==> src/verilog/sri_pkg.sv <==
// constants for the safety output restart interlock
package sri_pkg;
	localparam int SRI_CLK_HZ = 10_000_000;
	localparam int SRI_MIN_OFF_MS = 80;
	localparam int SRI_MIN_OFF_CYC = SRI_CLK_HZ / 1000 * SRI_MIN_OFF_MS;
	localparam int SRI_NUM_OUT = 2;
	localparam int SRI_NUM_UIN = 4;
	localparam int SRI_NUM_UOUT = 2;
	localparam logic [1:0] SRI_UOUT_OFF = 2'h0;
	localparam logic [1:0] SRI_UOUT_RST_REQ = 2'h1;
	localparam logic [1:0] SRI_UOUT_OSSD = 2'h2;
	localparam logic [1:0] SRI_UOUT_ON = 2'h3;
	typedef enum logic [1:0] {
		SRI_ST_ON = 2'b00,
		SRI_ST_HOLD = 2'b01,
		SRI_ST_LATCH = 2'b10
	} sri_state_e;
endpackage

==> src/verilog/sri_channel.sv <==
// one safety output channel with its restart interlock
`timescale 1ns/1ps
module sri_channel
	import sri_pkg::*;
#(
	parameter int MIN_OFF_CYC = SRI_MIN_OFF_CYC
) (
	// clock and reset
	input wire logic i_clk,
	input wire logic i_resetn,
	// field and control
	input wire logic i_field_int,
	input wire logic i_ril_en,
	input wire logic i_reset_pulse,
	// result
	output logic o_out_on,
	output logic o_rst_required
);
	localparam int CW = $clog2(MIN_OFF_CYC + 1);
	initial begin
		if (MIN_OFF_CYC < 1) begin
			$error("MIN_OFF_CYC must be at least 1");
		end
	end

	sri_state_e state_reg;
	logic [CW-1:0] cnt_reg;
	logic hold_done;
	assign hold_done = (cnt_reg == CW'(MIN_OFF_CYC - 1));

	////////////////////////////////////////////////////////////////////
	always_ff @(posedge i_clk) begin
		if (!i_resetn) begin
			state_reg <= SRI_ST_ON;
		end else begin
			unique case (state_reg)
				SRI_ST_ON: begin
					if (i_field_int) begin
						state_reg <= SRI_ST_HOLD;
					end
				end
				SRI_ST_HOLD: begin
					if (hold_done && !i_field_int) begin
						state_reg <= i_ril_en ? SRI_ST_LATCH : SRI_ST_ON;
					end
				end
				SRI_ST_LATCH: begin
					if (i_field_int) begin
						state_reg <= SRI_ST_HOLD;
					end else if (i_reset_pulse) begin
						state_reg <= SRI_ST_ON;
					end
				end
				default: state_reg <= SRI_ST_HOLD;
			endcase
		end
	end

	// minimum off time counter, restarts on every interruption
	always_ff @(posedge i_clk) begin
		if (!i_resetn) begin
			cnt_reg <= '0;
		end else if (state_reg != SRI_ST_HOLD || i_field_int) begin
			cnt_reg <= '0;
		end else if (!hold_done) begin
			cnt_reg <= cnt_reg + CW'(1);
		end
	end

	assign o_out_on = (state_reg == SRI_ST_ON) && !i_field_int;
	assign o_rst_required = (state_reg == SRI_ST_LATCH);

	////////////////////////////////////////////////////////////////////
	// off time counter in helper logic
	int unsigned off_cnt;
	always_ff @(posedge i_clk) begin
		if (!i_resetn || o_out_on) begin
			off_cnt <= 0;
		end else begin
			off_cnt <= off_cnt + 1;
		end
	end
endmodule

==> src/verilog/sri_top.sv <==
// restart interlock in front of the safety outputs
`timescale 1ns/1ps
module sri_top
	import sri_pkg::*;
#(
	parameter int NUM_OUT = SRI_NUM_OUT,
	parameter int NUM_UIN = SRI_NUM_UIN,
	parameter int NUM_UOUT = SRI_NUM_UOUT,
	parameter int MIN_OFF_CYC = SRI_MIN_OFF_CYC
) (
	// clock and reset
	input wire logic i_clk,
	input wire logic i_resetn,
	// detection
	input wire logic [NUM_OUT-1:0] i_field_int,
	// configuration
	input wire logic [NUM_OUT-1:0] i_ril_en,
	input wire logic [NUM_UIN-1:0] i_uin_is_reset,
	input wire logic [2*NUM_UOUT-1:0] i_uout_func,
	// universal inputs
	input wire logic [NUM_UIN-1:0] i_uin,
	// outputs
	output logic [NUM_OUT-1:0] o_out_on,
	output logic [NUM_OUT-1:0] o_rst_required,
	output logic [NUM_UOUT-1:0] o_uout
);
	initial begin
		if (NUM_OUT < 1 || NUM_UIN < 1 || NUM_UOUT < 1) begin
			$error("channel counts must be at least 1");
		end
	end

	logic rst_lvl;
	logic rst_prev_reg;
	logic reset_pulse;
	logic [NUM_UOUT-1:0] uout_reg;

	assign rst_lvl = |(i_uin & i_uin_is_reset);

	always_ff @(posedge i_clk) begin
		if (!i_resetn) begin
			rst_prev_reg <= 1'b1;
		end else begin
			rst_prev_reg <= rst_lvl;
		end
	end
	assign reset_pulse = rst_lvl && !rst_prev_reg;

	////////////////////////////////////////////////////////////////////
	genvar g;
	generate
		for (g = 0; g < NUM_OUT; g++) begin : g_ch
			sri_channel #(
				.MIN_OFF_CYC(MIN_OFF_CYC)
			) u_ch (
				.i_clk(i_clk),
				.i_resetn(i_resetn),
				.i_field_int(i_field_int[g]),
				.i_ril_en(i_ril_en[g]),
				.i_reset_pulse(reset_pulse),
				.o_out_on(o_out_on[g]),
				.o_rst_required(o_rst_required[g])
			);
		end
		for (g = 0; g < NUM_UOUT; g++) begin : g_uo
			always_ff @(posedge i_clk) begin
				if (!i_resetn) begin
					uout_reg[g] <= 1'b0;
				end else begin
					unique case (i_uout_func[2*g +: 2])
						SRI_UOUT_OFF: uout_reg[g] <= 1'b0;
						SRI_UOUT_RST_REQ: uout_reg[g] <= |o_rst_required;
						SRI_UOUT_OSSD: uout_reg[g] <= &o_out_on;
						SRI_UOUT_ON: uout_reg[g] <= 1'b1;
					endcase
				end
			end
		end
	endgenerate
	assign o_uout = uout_reg;
endmodule

==> config.mk <==
export PLATFORM = sky130hd
export DESIGN_NAME = sri_top
export DESIGN_NICKNAME = d
export VERILOG_FILES = /design/src/verilog/sri_pkg.sv /design/src/verilog/sri_channel.sv /design/src/verilog/sri_top.sv
export SDC_FILE = /design/constraint.sdc
export NUM_CORES = 1
export LEC_CHECK = 0
export ABC_AREA = 1
export ABC_CLOCK_PERIOD_IN_PS = 3500
export BUFFER_PORTS_ARGS = -buffer_cell sky130_fd_sc_hd__buf_2
export CORE_MARGIN = 1.5
export CORE_UTILIZATION = 45
export CTS_BUF_LIST = sky130_fd_sc_hd__clkbuf_4
export DETAILED_ROUTE_END_ITERATION = 7
export SKIP_LAST_GASP = 1
export SYNTH_ARGS = -nofsm -noshare
export SYNTH_HDL_FRONTEND = slang
export SYNTH_SLANG_ARGS = --single-unit
export TNS_END_PERCENT = 5
==> constraint.sdc <==
create_clock -name i_clk -period 3.5 [get_ports i_clk]
set_input_delay 0.35 -clock i_clk [delete_from_list [all_inputs] [get_ports i_clk]]
set_output_delay 0.35 -clock i_clk [all_outputs]
set_load 0.02 [all_outputs]
==> summary.md <==
| Metric | Value |
|---|---|
| Status | complete, no violations |
| Fraction of layout cells with a size suffix above 1 | 0.132 |
| Synth area leaders | dfxtp_1 (36%), nand2_1 (11%), inv_1 (7.2%), nor2_1 (6.8%), a21oi_1 (6.0%) |
| Clk Latency, worst-skew pair | roughly 350 ps |
| Gate power share | 0.265 |
| Fmax | about 570 MHz |
| Slowest-stage cell, CP | dfxtp_1 |
| Critical setup path kind | flop to flop |
| Post-route insts no fill | 475 |
| Post-CTS Setup Bufs | 0 |
| Max Cap Viol | 0 |
| Crit path max-delay family | simple AND/OR/NAND/NOR gates |
| RePlAce Congestion | approximately 0.85 |
| Mapped cell area | 2590 µm² |
| Setup tns final | 0 ps |
| DRT iter0 DRCs | about 110 |
| Fin area | 2830 µm² |
| Pwr Density | 437 nW/µm² |
| CTS tree | yes |
| CP Data Required Time | 3790 ps |
| Static leakage | between 1 and 1.5 nW |
| Vias | between 2000 and 2500 |
| Multi-input gate area | between 1000 and 1500 µm² |
| GRT overflow | 0 |
| CP Max Fanout | 7 |
| Buf+Inv Stages, Crit Path | 0 |
| Syn_area_per_cell | slightly below 7 µm² |
| Area delta synth->final | 9.06% |
| Clock-pin slew on the worst setup and hold paths | roughly 130 ps |
| DRC violations left | 0 |
| Crit path time final | approximately 1800 ps |
| Vias per inst | between 5 and 6 |
| Root buffer cell | clkbuf_4 |
| Clock share of power | 0.258 |
| Signal arrival time at the worst endpoint | a little over 2000 ps |
| Most common cell after layout, fill and taps aside | nand2_1 |
| Critical path launch point type | flop |
| Antenna Nets Post-Route | 0 |
| Period utilisation layout | 0.500 |
| Share of the synthesized area in the top cell type | 0.363 |
| Initial antenna violation count | 0 |
| Switching Share | 0.322 |
| Chip width | a little under 80 µm |
| Die footprint | between 6000 and 7000 µm² |
| Clock skew | roughly 5.7 ps |
| Unrepaired setup endpoints after global routing | no |
| First-pass GRT wire length | 9.63 mm |
| Setup violations, final | 0 |
| Ant. Diodes | 0 |
| Worst-margin pin slew | between 400 and 500 ps |
| Yosys warns | 0 |
| Critical Path Max Stage Delay | approximately 460 ps |
| TritonCTS Sinks | 47 |
| Register area | between 900 and 1000 µm² |
| Post-Route WL | 5.31 mm |
| Fill count | between 500 and 600 |
| Dpl cells | 468 |
| Synth Instances | 380 |
| Core Rows | 27 |
| Crit path capture type | flop |
| Total CTS buffers | 5 |
| Post-synthesis sequential area ratio | 0.363 |
| Final hold violation count | 0 |
| Cell internal pwr | approximately 840 µW |
| First-pass DRT Iterations | 6 |
| Critical path cell sequence | ha_1 -> nand3_1 -> nor3_4 -> nand4_1 -> a31oi_1 |
| Die Y-Extent | a little under 80 µm |
| Slew Limit Headroom | 0.682 |
| Register share of total power | 0.478 |
| Max clock buf depth | 2 |
| Peak supply drop | between 200 and 300 µV |
| Yosys top cell by area | dfxtp_1 |
| WL/cell | 11.2 µm |
| #FFs+latches synth | 47 |
| Hold Path Class | input port to flop |
| All-layer global routing usage | 0.194 |
| Final #Nets | around 430 |
| Vias in the first global route | roughly 2200 |
| # IOs | 24 |
| Core Area | approximately 5500 µm² |
| Pin count of the biggest net entering global routing | 15 |
| Starting Density | 0.468 |
| Hold Buf Count CTS | 0 |
| Slew Viols, Final | 0 |
| Max FFs per register | 40 |
| Most frequent cells in the layout | nand2_1 (79), inv_1 (50), nor2_1 (47), dfxtp_1 (47), a21oi_1 (31) |
| Post-DP HPWL | 4.11 mm |
| IO buf count | 23 |
| Unique masters post-synth | 31 |
| Syn nets | approximately 410 |
| DP Area | ~2800 µm² |
| H-tree levels | 2 |
| Post-CTS sizing | 0 |
| P_sw | 398 µW |
==> synth_stat cells (all sizes together) <==
library cell / number
o21ai: 15
nor2: 56
o21a: 1
and3: 1
a31oi: 8
a21oi: 31
xor2: 3
clkbuf: 1
ha: 8
dfxtp: 47
nor4: 2
nand3b: 2
nand2: 81
nor3: 19
o21bai: 2
buf: 6
nand3: 21
or2: 12
nand4: 10
inv: 51
xnor2: 3
==> layout make-up <==
type                    instances  area share
well taps                      72      0.0318
flip-flops and latches         47       0.332
clock buffers                   6      0.0159
multi-input cells             275       0.501
clock inverters                 1      0.0106
repair buffers                 23      0.0407
inverters                      51      0.0676
==> routing by layer <==
layer / routed length (µm) / track usage / share of wire
met5: 0 / 0 / 0
met3: 208 / 0.0506 / 0.039
met4: 24 / 0.0421 / 0.0045
met1: 2780 / 0.272 / 0.52
met2: 2290 / 0.299 / 0.43
==> worst paths after layout <==
path / startpoint / endpoint / slack [ps] / cells after the start
max: g_ch[0].u_ch.cnt_reg[0] / g_ch[0].u_ch.cnt_reg[7] / 1750 / 5
min: i_uout_func[3] / o_uout[1] / 210 / 3
max reg2reg: g_ch[0].u_ch.cnt_reg[0] / g_ch[0].u_ch.cnt_reg[7] / 1750 / 5
min reg2reg: g_ch[0].u_ch.cnt_reg[19] / g_ch[0].u_ch.cnt_reg[19] / 490 / 2
==> through the flow <==
stage	total power, mW	hold slack, ps	worst slack (ps)	util
final	1.24	212	1750	0.511
after floorplan	0.872	452	2000	-
after global routing	1.34	202	1540	0.511
after global placement	0.929	463	1780	0.497
after CTS	1.26	188	1720	0.511
after detailed placement	0.932	468	1750	0.497
==> power groups by stage <==
| stage | clock network [mW] | registers, mW | logic (mW) |
|---|---|---|---|
| after floorplan | 0 | 0.601 | 0.271 |
| after global placement | 0 | 0.601 | 0.327 |
| after detailed placement | 0 | 0.603 | 0.329 |
| after CTS | 0.335 | 0.591 | 0.331 |
| after global routing | 0.363 | 0.598 | 0.384 |
| final | 0.319 | 0.591 | 0.327 |
==> tightest hold or removal path, cell delays in order <==
cell	delay, ps
buf_2	70
a21oi_1	30
nor2_1	80
==> cells by family after synthesis <==
kind of cell | Yosys count | synth area share
simple gates | 204 | 0.371
compound gates | 57 | 0.117
xor+xnor | 6 | 0.0203
buf+inv | 58 | 0.0911
fa+ha+maj | 8 | 0.0386
flops | 47 | 0.363
Power figures use the tool's default switching activity.
